==> src/core/spi_slave_defines.vh <==
// Constants for the serial peripheral slave engine
// How it works
// - Master-select clear makes clock, select inputs
// - Deselected output floats; selected drives bit, in single-wire mode only with bidirDriveEn set
// - Deselected slave ignores clock, never shifts
// - Phase clear: sample odd, shift even
// - Phase set: sample even, shift odd; eighth bit shifts on last even
// - First bit on select or first edge
// - After eight shifts set flag; copy byte only if flag was clear
// - Most significant bit goes first
// - Phase clear: half-period lead, sixteen edges
// - Phase set: first edge, then sampling edge
// - Polarity picks level, phase picks scheme
// - Select held low resends last received byte unless phase set and a byte is queued
// - Flag set right after the last edge
// - Received byte double buffered in data register
// - Single-wire mode uses output pin both ways
// - Flag clears: status read then data read
// - Enable dedicates pins; clear means inactive
`ifndef SPI_SLAVE_DEFINES_VH
`define SPI_SLAVE_DEFINES_VH

// Byte width and last bit index of a transfer
`define BYTE_W       8
`define LAST_BIT     3'h7
`define MSB_POS      7
`define NEXT_POS     6

// Reset values
`define DATA_RST     8'h00
`define CNT_RST      3'h0

`endif

==> src/core/spi_slave_transfer_formats.v <==
// Serial peripheral slave engine with both clock-phase transfer formats
`timescale 1ns/1ps
`include "spi_slave_defines.vh"

module spi_slave_transfer_formats (
    input  wire                 clk,
    input  wire                 nrst,
    input  wire                 moduleEnable,
    input  wire                 masterSelect,
    input  wire                 singleWireSelect,
    input  wire                 bidirDriveEn,
    input  wire                 clockPhaseSel,
    input  wire                 clockPolaritySel,
    input  wire [`BYTE_W-1:0]   txData,
    input  wire                 txWrite,
    input  wire                 statusRead,
    input  wire                 dataRead,
    input  wire                 sckPin,
    input  wire                 selectPinN,
    input  wire                 mosiPin,
    input  wire                 misoPinIn,
    output wire                 misoOut,
    output wire                 misoOe,
    output wire [`BYTE_W-1:0]   dataReg,
    output wire                 transferDoneFlag,
    output wire                 busy
);

    // =========================================================
    // Declarations
    // =========================================================
    // One-hot engine states
    localparam [1:0] ST_IDLE = 2'b01;
    localparam [1:0] ST_SEL  = 2'b10;

    reg  [1:0]          state_r;        // Engine state
    reg  [1:0]          state_nxt;
    reg                 sckMeta_r;      // Clock synchroniser stage 1
    reg                 sckSync_r;      // Clock synchroniser stage 2
    reg                 sckPrev_r;      // Clock for edge detect
    reg                 selMeta_r;      // Select stage 1
    reg                 selSync_r;      // Select stage 2
    reg                 mosiMeta_r;     // Data-in stage 1
    reg                 mosiSync_r;     // Data-in stage 2
    reg                 sioMeta_r;      // Shared pin stage 1
    reg                 sioSync_r;      // Shared pin stage 2
    reg  [`BYTE_W-1:0]  shifter_r;      // Serial shift register
    reg  [`BYTE_W-1:0]  shifter_nxt;
    reg  [`BYTE_W-1:0]  txBuf_r;        // Queued transmit byte
    reg                 txPend_r;       // Queued byte not yet loaded
    reg                 txPend_nxt;
    reg  [`BYTE_W-1:0]  dataReg_r;      // Parallel receive register
    reg  [`BYTE_W-1:0]  dataReg_nxt;
    reg                 doneFlag_r;     // Transfer complete flag
    reg                 doneFlag_nxt;
    reg                 statusSeen_r;   // Status read with flag set
    reg                 statusSeen_nxt;
    reg  [2:0]          bitCnt_r;       // Shifts done this byte
    reg  [2:0]          bitCnt_nxt;
    reg                 sampled_r;      // Latched serial input bit
    reg                 sampled_nxt;
    reg                 havePend_r;     // Latched bit awaits shift
    reg                 havePend_nxt;
    reg                 outBit_r;       // Bit driven on data out
    reg                 outBit_nxt;
    reg                 complete;       // Byte finished this cycle

    wire                selActive;      // Enabled slave, selected
    wire                leadEdge;       // Odd edge of the clock
    wire                trailEdge;      // Even edge of the clock
    wire                serialIn;       // Chosen serial input

    // Load value: new byte if queued, else last received byte
    function [`BYTE_W-1:0] loadByte;
        input                pend;
        input [`BYTE_W-1:0]  buf_;
        input [`BYTE_W-1:0]  cur;
        begin
            loadByte = pend ? buf_ : cur;
        end
    endfunction

    // Shift left, new bit into the least significant position
    function [`BYTE_W-1:0] shiftIn;
        input [`BYTE_W-1:0]  cur;
        input                bitIn;
        begin
            shiftIn = {cur[`BYTE_W-2:0], bitIn};
        end
    endfunction

    // =========================================================
    // Input synchronisers
    // =========================================================
    // two-flop synchronise pins
    always @(posedge clk) begin
        if (!nrst) begin
            // Select parks high so reset reads as deselected
            sckMeta_r  <= 1'b0;
            sckSync_r  <= 1'b0;
            sckPrev_r  <= 1'b0;
            selMeta_r  <= 1'b1;
            selSync_r  <= 1'b1;
            mosiMeta_r <= 1'b0;
            mosiSync_r <= 1'b0;
            sioMeta_r  <= 1'b0;
            sioSync_r  <= 1'b0;
        end else begin
            // Each pin moves one stage per clock
            sckMeta_r  <= sckPin;
            sckSync_r  <= sckMeta_r;
            sckPrev_r  <= sckSync_r;
            selMeta_r  <= selectPinN;
            selSync_r  <= selMeta_r;
            mosiMeta_r <= mosiPin;
            mosiSync_r <= mosiMeta_r;
            sioMeta_r  <= misoPinIn;
            sioSync_r  <= sioMeta_r;
        end
    end

    // =========================================================
    // Select qualification and edge detection
    // =========================================================
    // slave role only when enabled
    assign selActive = moduleEnable & ~masterSelect & ~selSync_r;

    // polarity only sets idle level
    // Lead edge leaves the idle level, trail returns
    assign leadEdge  = (sckSync_r != clockPolaritySel) &
                       (sckPrev_r == clockPolaritySel);
    assign trailEdge = (sckSync_r == clockPolaritySel) &
                       (sckPrev_r != clockPolaritySel);

    // single-wire input taken from shared pin
    assign serialIn  = singleWireSelect ? sioSync_r : mosiSync_r;

    // =========================================================
    // Engine next-state logic
    // =========================================================
    // Sampling, shifting, loading and completion
    always @* begin
        state_nxt      = state_r;
        shifter_nxt    = shifter_r;
        txPend_nxt     = txPend_r;
        dataReg_nxt    = dataReg_r;
        doneFlag_nxt   = doneFlag_r;
        statusSeen_nxt = statusSeen_r;
        bitCnt_nxt     = bitCnt_r;
        sampled_nxt    = sampled_r;
        havePend_nxt   = havePend_r;
        outBit_nxt     = outBit_r;
        complete       = 1'b0;

        case (state_r)
            ST_IDLE: begin
                bitCnt_nxt   = `CNT_RST;
                havePend_nxt = 1'b0;
                if (selActive) begin
                    // Select seen: byte starts
                    state_nxt = ST_SEL;
                    if (!clockPhaseSel) begin
                        shifter_nxt = loadByte(txPend_r, txBuf_r, shifter_r);
                        outBit_nxt  = shifter_nxt[`MSB_POS];
                        txPend_nxt  = 1'b0;
                    end
                end
            end
            ST_SEL: begin
                if (!selActive) begin
                    // Abandon any partial byte on deselect
                    state_nxt = ST_IDLE;
                end else if (!clockPhaseSel) begin
                    if (leadEdge) begin
                        // Odd edge latches the input bit
                        sampled_nxt = serialIn;
                    end else if (trailEdge) begin
                        // Even edge shifts, shows next bit
                        shifter_nxt = shiftIn(shifter_r, sampled_r);
                        outBit_nxt  = shifter_r[`NEXT_POS];
                        bitCnt_nxt  = bitCnt_r + 3'h1;
                        if (bitCnt_r == `LAST_BIT) begin
                            complete   = 1'b1;
                            bitCnt_nxt = `CNT_RST;
                        end
                    end
                end else begin
                    if (leadEdge) begin
                        if (!havePend_r) begin
                            shifter_nxt = loadByte(txPend_r, txBuf_r, shifter_r);
                            outBit_nxt  = shifter_nxt[`MSB_POS];
                            txPend_nxt  = 1'b0;
                        end else begin
                            // Later odd edges shift the latched bit
                            shifter_nxt  = shiftIn(shifter_r, sampled_r);
                            outBit_nxt   = shifter_r[`NEXT_POS];
                            havePend_nxt = 1'b0;
                            bitCnt_nxt   = bitCnt_r + 3'h1;
                        end
                    end else if (trailEdge) begin
                        if (bitCnt_r == `LAST_BIT) begin
                            // Eighth bit shifts in at once
                            shifter_nxt  = shiftIn(shifter_r, serialIn);
                            complete     = 1'b1;
                            bitCnt_nxt   = `CNT_RST;
                            havePend_nxt = 1'b0;
                        end else begin
                            // Even edge latches the input bit
                            sampled_nxt  = serialIn;
                            havePend_nxt = 1'b1;
                        end
                    end
                end
            end
            default: begin
                // Stray code falls back to idle
                state_nxt = ST_IDLE;
            end
        endcase

        // clear after status then data read
        if (statusRead && doneFlag_r) begin
            statusSeen_nxt = 1'b1;
        end
        // A data read alone never clears the flag
        if (dataRead && statusSeen_r) begin
            doneFlag_nxt   = 1'b0;
            statusSeen_nxt = 1'b0;
        end

        if (complete) begin
            // Unserviced flag keeps the old byte
            if (!doneFlag_r) begin
                dataReg_nxt = shifter_nxt;
            end
            doneFlag_nxt = 1'b1;
        end

        // Software write queues a byte and wins over a load
        if (txWrite) begin
            txPend_nxt = 1'b1;
        end
    end

    // =========================================================
    // Engine registers
    // =========================================================
    // State, shifter and flag storage
    always @(posedge clk) begin
        if (!nrst) begin
            // Idle, empty and flag clear
            state_r      <= ST_IDLE;
            shifter_r    <= `DATA_RST;
            txBuf_r      <= `DATA_RST;
            txPend_r     <= 1'b0;
            dataReg_r    <= `DATA_RST;
            doneFlag_r   <= 1'b0;
            statusSeen_r <= 1'b0;
            bitCnt_r     <= `CNT_RST;
            sampled_r    <= 1'b0;
            havePend_r   <= 1'b0;
            outBit_r     <= 1'b0;
        end else begin
            state_r      <= state_nxt;
            shifter_r    <= shifter_nxt;
            txPend_r     <= txPend_nxt;
            dataReg_r    <= dataReg_nxt;
            doneFlag_r   <= doneFlag_nxt;
            statusSeen_r <= statusSeen_nxt;
            bitCnt_r     <= bitCnt_nxt;
            sampled_r    <= sampled_nxt;
            havePend_r   <= havePend_nxt;
            outBit_r     <= outBit_nxt;
            // Capture written byte
            if (txWrite) begin
                txBuf_r <= txData;
            end
        end
    end

    // =========================================================
    // Outputs
    // =========================================================
    // drive only while selected
    assign misoOe  = (state_r == ST_SEL) & selActive &
                     (~singleWireSelect | bidirDriveEn);
    // Out bit held in a flop between shift edges
    assign misoOut = outBit_r;

    // Data and flag straight from flops
    assign dataReg          = dataReg_r;
    assign transferDoneFlag = doneFlag_r;
    assign busy             = (state_r == ST_SEL);

endmodule

==> config.mk <==
export PLATFORM = sky130hd
export DESIGN_NAME = spi_slave_transfer_formats
export DESIGN_NICKNAME = d
export VERILOG_FILES = /design/src/core/spi_slave_transfer_formats.v
export VERILOG_INCLUDE_DIRS = /design/src /design/src/core
export SDC_FILE = /design/constraint.sdc
export NUM_CORES = 1
export LEC_CHECK = 0
export ABC_AREA = 1
export BUFFER_PORTS_ARGS = -buffer_cell sky130_fd_sc_hd__buf_2
export CORE_UTILIZATION = 58
export CTS_BUF_LIST = sky130_fd_sc_hd__clkbuf_16
export CTS_CLUSTER_DIAMETER = 40
export DETAILED_ROUTE_END_ITERATION = 12
export GPL_TIMING_DRIVEN = 0
export PLACE_DENSITY_LB_ADDON = 0.1
export SYNTH_ARGS = -nofsm -noshare
export SYNTH_HDL_FRONTEND = slang
export SYNTH_SLANG_ARGS = --single-unit
==> constraint.sdc <==
create_clock -name clk -period 2.1 [get_ports clk]
set_clock_uncertainty 0.2 [all_clocks]
set_input_delay 0.21 -clock clk [delete_from_list [all_inputs] [get_ports clk]]
set_output_delay 0.21 -clock clk [all_outputs]
set_load 0.02 [all_outputs]
# Yosys cells after proc, flatten, opt, wreduce, memory -nomap -nowiden
# Index checks and enable logic that the tools add are counted.
# Widths: inputs -> output; s select.
[classes]
n_reduce_logical = 15
eq_ne = 26
add_sub_neg = 1
bitwise = 12
n_mux = 61
[op_table]
columns = ["cell", "n"]
rows = [
  ["$mux 8", 11],
  ["$mux 1", 33],
  ["$mux 3", 9],
  ["$reduce_and 7->1", 3],
  ["$ne 3x3->1 const B", 6],
  ["$pmux 8 s2", 1],
  ["$ne 2x2->1 const B", 6],
  ["$ne 3x2->1 const B", 4],
  ["$reduce_bool 2->1", 4],
  ["$and 1x1->1", 6],
  ["$pmux 1 s2", 3],
  ["$pmux 3 s2", 1],
  ["$reduce_and 6->1", 1],
  ["$not 1->1", 5],
  ["$mux 2", 2],
  ["$ne 4x2->1 const B", 1],
  ["$pmux 2 s2", 1],
  ["$reduce_and 2->1", 2],
  ["$reduce_and 4->1", 1],
  ["$add 3x1->3 const B", 1],
  ["$eq 3x3->1 const B", 1],
  ["$ne 3x1->1 const B", 1],
  ["$reduce_bool 3->1", 1],
  ["$eq 1x1->1", 2],
  ["7 further kinds", 9],
]
[totals]
elab_cells = 135
output_inout_bits = 12
input_bits = 23
regBits = 44

# Logic depth before layout (Yosys ltp)
[depth]
ltp_word = 7
ltp_mapped = 13
ltp_nobuf = 13

# Least setup slack after synthesis
# Ideal clock, no wire load.
[synth_path]
path_type = "register to output"
start = "register state_r[0]"
end = "output misoOe"
stages_incl_launch_ff = 8
arrival_ps = 1441
t_required_ps = 1690
path_slack_ps = 249
path_cell_list = "dfxtp_1 -> inv_1 -> ha_1 -> buf_4 -> inv_2 -> nor2_4 -> inv_1 -> nor2_1"
[synth_between]
elab_chain_cells = 3
[synth_lines]
columns = ["item", "line_no", "rtl"]
rows = [
  ["start: declaration", "spi_slave_transfer_formats.v:36", "reg [1:0] state_r;"],
  ["start signal: assignment", "spi_slave_transfer_formats.v:264", "state_r <= state_nxt;"],
  ["$eq 2x2->1", "n/a", ""],
  ["via busy", "spi_slave_transfer_formats.v:26", "output wire busy"],
  ["$and 1x1->1 (2 in a row)", "spi_slave_transfer_formats.v:285", "assign misoOe = (state_r == ST_SEL) & selActive &"],
  ["end: declaration", "spi_slave_transfer_formats.v:23", "output wire misoOe,"],
]
# The timed path passes the listed nets, and every way through them passes these cells.

# Worst setup path after layout
[layout_path]
start = "register sckSync_r"
end = "register outBit_r (netlist: misoOut)"
[layout_between]
elab_chain_cells = 4
[layout_lines]
columns = ["item", "line_no", "rtl"]
rows = [
  ["start: declaration", "spi_slave_transfer_formats.v:39", "reg sckSync_r;"],
  ["start signal: assignment", "spi_slave_transfer_formats.v:111", "sckSync_r <= sckMeta_r;"],
  ["$ne 1x1->1 or $eq 1x1->1 (tied branches)", "spi_slave_transfer_formats.v:130, spi_slave_transfer_formats.v:132", ""],
  ["$and 1x1->1 (on tied branches)", "spi_slave_transfer_formats.v:130, spi_slave_transfer_formats.v:132", ""],
  ["$ne 3x2->1 (no source line) or $ne 3x3->1 (tied branches)", "n/a", ""],
  ["$reduce_and 7->1 (no source line) *", "n/a", ""],
  ["end signal: assignment", "spi_slave_transfer_formats.v:273", "outBit_r <= outBit_nxt;"],
  ["end: declaration", "spi_slave_transfer_formats.v:64", "reg outBit_r;"],
]
# Mark *: on every way between the ends. The rest lies on a longest branch, timed or not.
# A chain may end at the register's enable or synchronous reset.

==> summary.md <==
| Metric | Value |
|---|---|
| Yosys reg bits | `44` |
| Post-synth EDFFs | `0` |
| Sequential power share | `36.6%` |
| Vias in the first global route | `2582` |
| Share of the synthesized area in the top cell type | `32.2%` |
| Clk Latency, worst-skew pair | `0.29 ns` |
| Worst VDD drop | `0.000679 V` |
| Static Leak | `1.61 nW` |
| Core area | `4440 µm²` |
| Mapped cell area | `2740 µm²` |
| Drt via density | `5.47` |
| Clock network power share | `33.0%` |
| TritonCTS clock tree | `yes` |
| Layout cells sized above 1 | `18.2%` |
| Switching share of total power | `35.0%` |
| CTS H-tree depth | `2` |
| Post-Synthesis Cells | `421` |
| Clock root buffer | `clkbuf_16` |
| # DRC | `0` |
| CP max FO | `7` |
| Die Ht | `70.7 µm` |
| Port buffer count | `32` |
| Most frequent cell after synthesis | `nand2_1` |
| Post-DRT Antenna Nets | `0` |
| Initial core utilization | `61.6%` |
| Ranking of synthesized cells by area | `dfxtp_1, nand2_1, nand3_1` |
| Top-Level Pins | `35` |
| Max Fclk | `0.492 GHz` |
| Top_reg_cell synth | `dfxtp_1` |
| First-pass GRT wire length | `12.5 mm` |
| TritonCTS Buffers | `5` |
| Combinational share of power | `30.4%` |
| CTS sink count | `44` |
| Critical path type | `flip-flop to flip-flop` |
| Vias | `2844` |
| Final Net Count | `500` |
| Final number of setup-violating endpoints | `0` |
| Switching pwr | `0.920 mW` |
| Post-detailed-route wirelength per cell | `14.5 µm` |
| Least-Margin Pin Slew | `0.522 ns` |
| DIE AREA | `5000 µm²` |
| Drt first pass iters | `6` |
| GPL Wtd Cong | `0.967` |
| P&R area growth vs syn | `18.3%` |
| Ys async rst share | `0%` |
| Mapped Nets | `452` |
| Max Slew Vio Count | `0` |
| Die width | `70.7 µm` |
| Required @ worst endpoint | `2.11 ns` |
| Worst-path clk slew | `0.06 ns` |
| Site Rows | `24` |
| Drt initial violations | `301` |
| Final Hold Fails | `0` |
| Final antenna diode count | `0` |
| Synth top cells by count | `nand2_1, nand3_1, inv_1` |
| Fin crit period | `2.03 ns` |
| Setup_tns | `0 ns` |
| Largest net degree at the start of global routing | `13` |
| Sequential area share after synthesis | `32.2%` |
| Worst min-delay path category | `input pin to flip-flop` |
| GRT overflow | `0` |
| Initial antenna violation count | `0` |
| Crit start category | `flip-flop` |
| Total wire length | `7.54 mm` |
| Largest area contributor in the netlist | `dfxtp_1` |
| Gr usage total | `32.2%` |
| Slew margin rel. | `65.2%` |
| Final worst-path cycle share | `96.8%` |
| Data arrival time of the worst path | `2.04 ns` |
| Utilization after layout | `72.9%` |
| Nature of the critical path endpoint | `flip-flop` |
| Syn. warnings | `0` |
| Pwr Density | `812 nW/µm²` |
| Reported max-cap violation count | `0` |
| Longest Clk Path Bufs | `2` |
| Int Pwr | `1.71 mW` |
| DP HPWL | `5.46 mm` |
| Unique masters post-synth | `37` |
| Fillers | `376` |
| Syn_area_per_cell | `6.50 µm²` |
| Status | `finished clean` |
logic make-up after synthesis:
| kind of cell | share of synthesized area [%] |
|---|---|
| AO/OA/AOI/OAI | 13.8 |
| flip-flops | 32.2 |
| adder cells (fa/ha/maj) | 3.66 |
| buffers and inverters | 12.7 |
| XOR/XNOR | 0.640 |
| AND/OR/NAND/NOR | 37.0 |
worst max-delay path, cell delays in order (launching register included):
cell and delay (ns):
dfxtp_2 0.33, xor2_2 0.17, inv_1 0.09, ha_2 0.29, nand2_2 0.16, inv_2 0.09, nand2_1 0.08, a31oi_1 0.28
o21ai_1 0.09, a21oi_1 0.18
stage by stage:
stage / hold WS (ns) / power [mW] / area, µm² / std cells / setup WS (ns)
floorplan: 0.108 / 1.54 / 2740 / 421 / 0.249
global placement: 0.191 / 1.72 / 2960 / 505 / -0.0226
detailed placement: 0.197 / 1.73 / 2960 / 505 / -0.0262
CTS: 0.0106 / 2.60 / 3210 / 520 / 0.0349
global route: 0.0369 / 2.77 / 3240 / 520 / -0.0731
finish: 0.0108 / 2.63 / 3240 / 520 / 0.0668
placed cells by master, fill, tap and decap left out, types with 4 or more instances in the layout:
cell type and n:
nand3_2 4, nand2_2 5, nand2_1 125, ha_1 5, a21oi_1 32, inv_1 55, dfxtp_1 43, o21ai_1 4
inv_2 5, nand3_1 56, nand4_1 7, buf_2 35, o21ai_0 16, dlygate4sd3_1 7, nor2_1 16, buf_4 5
o21a_1 6, clkbuf_16 5
path summary, 6_finish.rpt:
check             start          to  depth (start not counted)  slack [ns]
min           txData[3]  txBuf_r[3]                          3        0.01
max           sckSync_r     misoOut                          9        0.07
min reg2reg  mosiMeta_r  mosiSync_r                          2        0.21
max reg2reg   sckSync_r     misoOut                          9        0.07
cell type report:
type                    instances  area [µm²]  area share (%)
clock inverters                 1        30.0           0.927
well taps                      52        65.1            2.01
repair buffers                 41         245            7.57
inverters                      63         241            7.46
clock buffers                   5         125            3.86
flip-flops and latches         44         882            27.2
multi-input cells             300        1540            47.6
plain buffers                  14         106            3.28
routing by layer:
| layer | up-vias | wire (µm) | track usage, % |
|---|---|---|---|
| li1 | 1444 | - | - |
| met1 | 1254 | 3190 | 40.7 |
| met2 | 126 | 3530 | 54.2 |
| met3 | 20 | 603 | 5.41 |
| met4 | 0 | 214 | 14.4 |
| met5 | - | 0 | 0 |
registers in the layout (all words and copies together) (netlist names), 2 cells and up:
signal	cells
shifter_r	8
txBuf_r	8
dataReg	8
state_r	2
bitCnt_r	3
power groups by stage:
stage	Clock [mW]	Sequential, mW	Combinational (mW)
after floorplan	0	0.953	0.587
after global placement	0	0.975	0.742
after detailed placement	0	0.976	0.758
after CTS	0.872	0.958	0.774
after global routing	0.904	0.969	0.896
final	0.867	0.964	0.800
what timing repair did:
action	4_1_cts	5_1_grt
hold buffers	7	0
endpoints found under the hold margin	6	0
buffers inserted	2	0
endpoints found under the setup margin	5	9
pin swaps	1	3
resized for setup	2	8
Note: power is estimated with default switching activity, not from simulation.
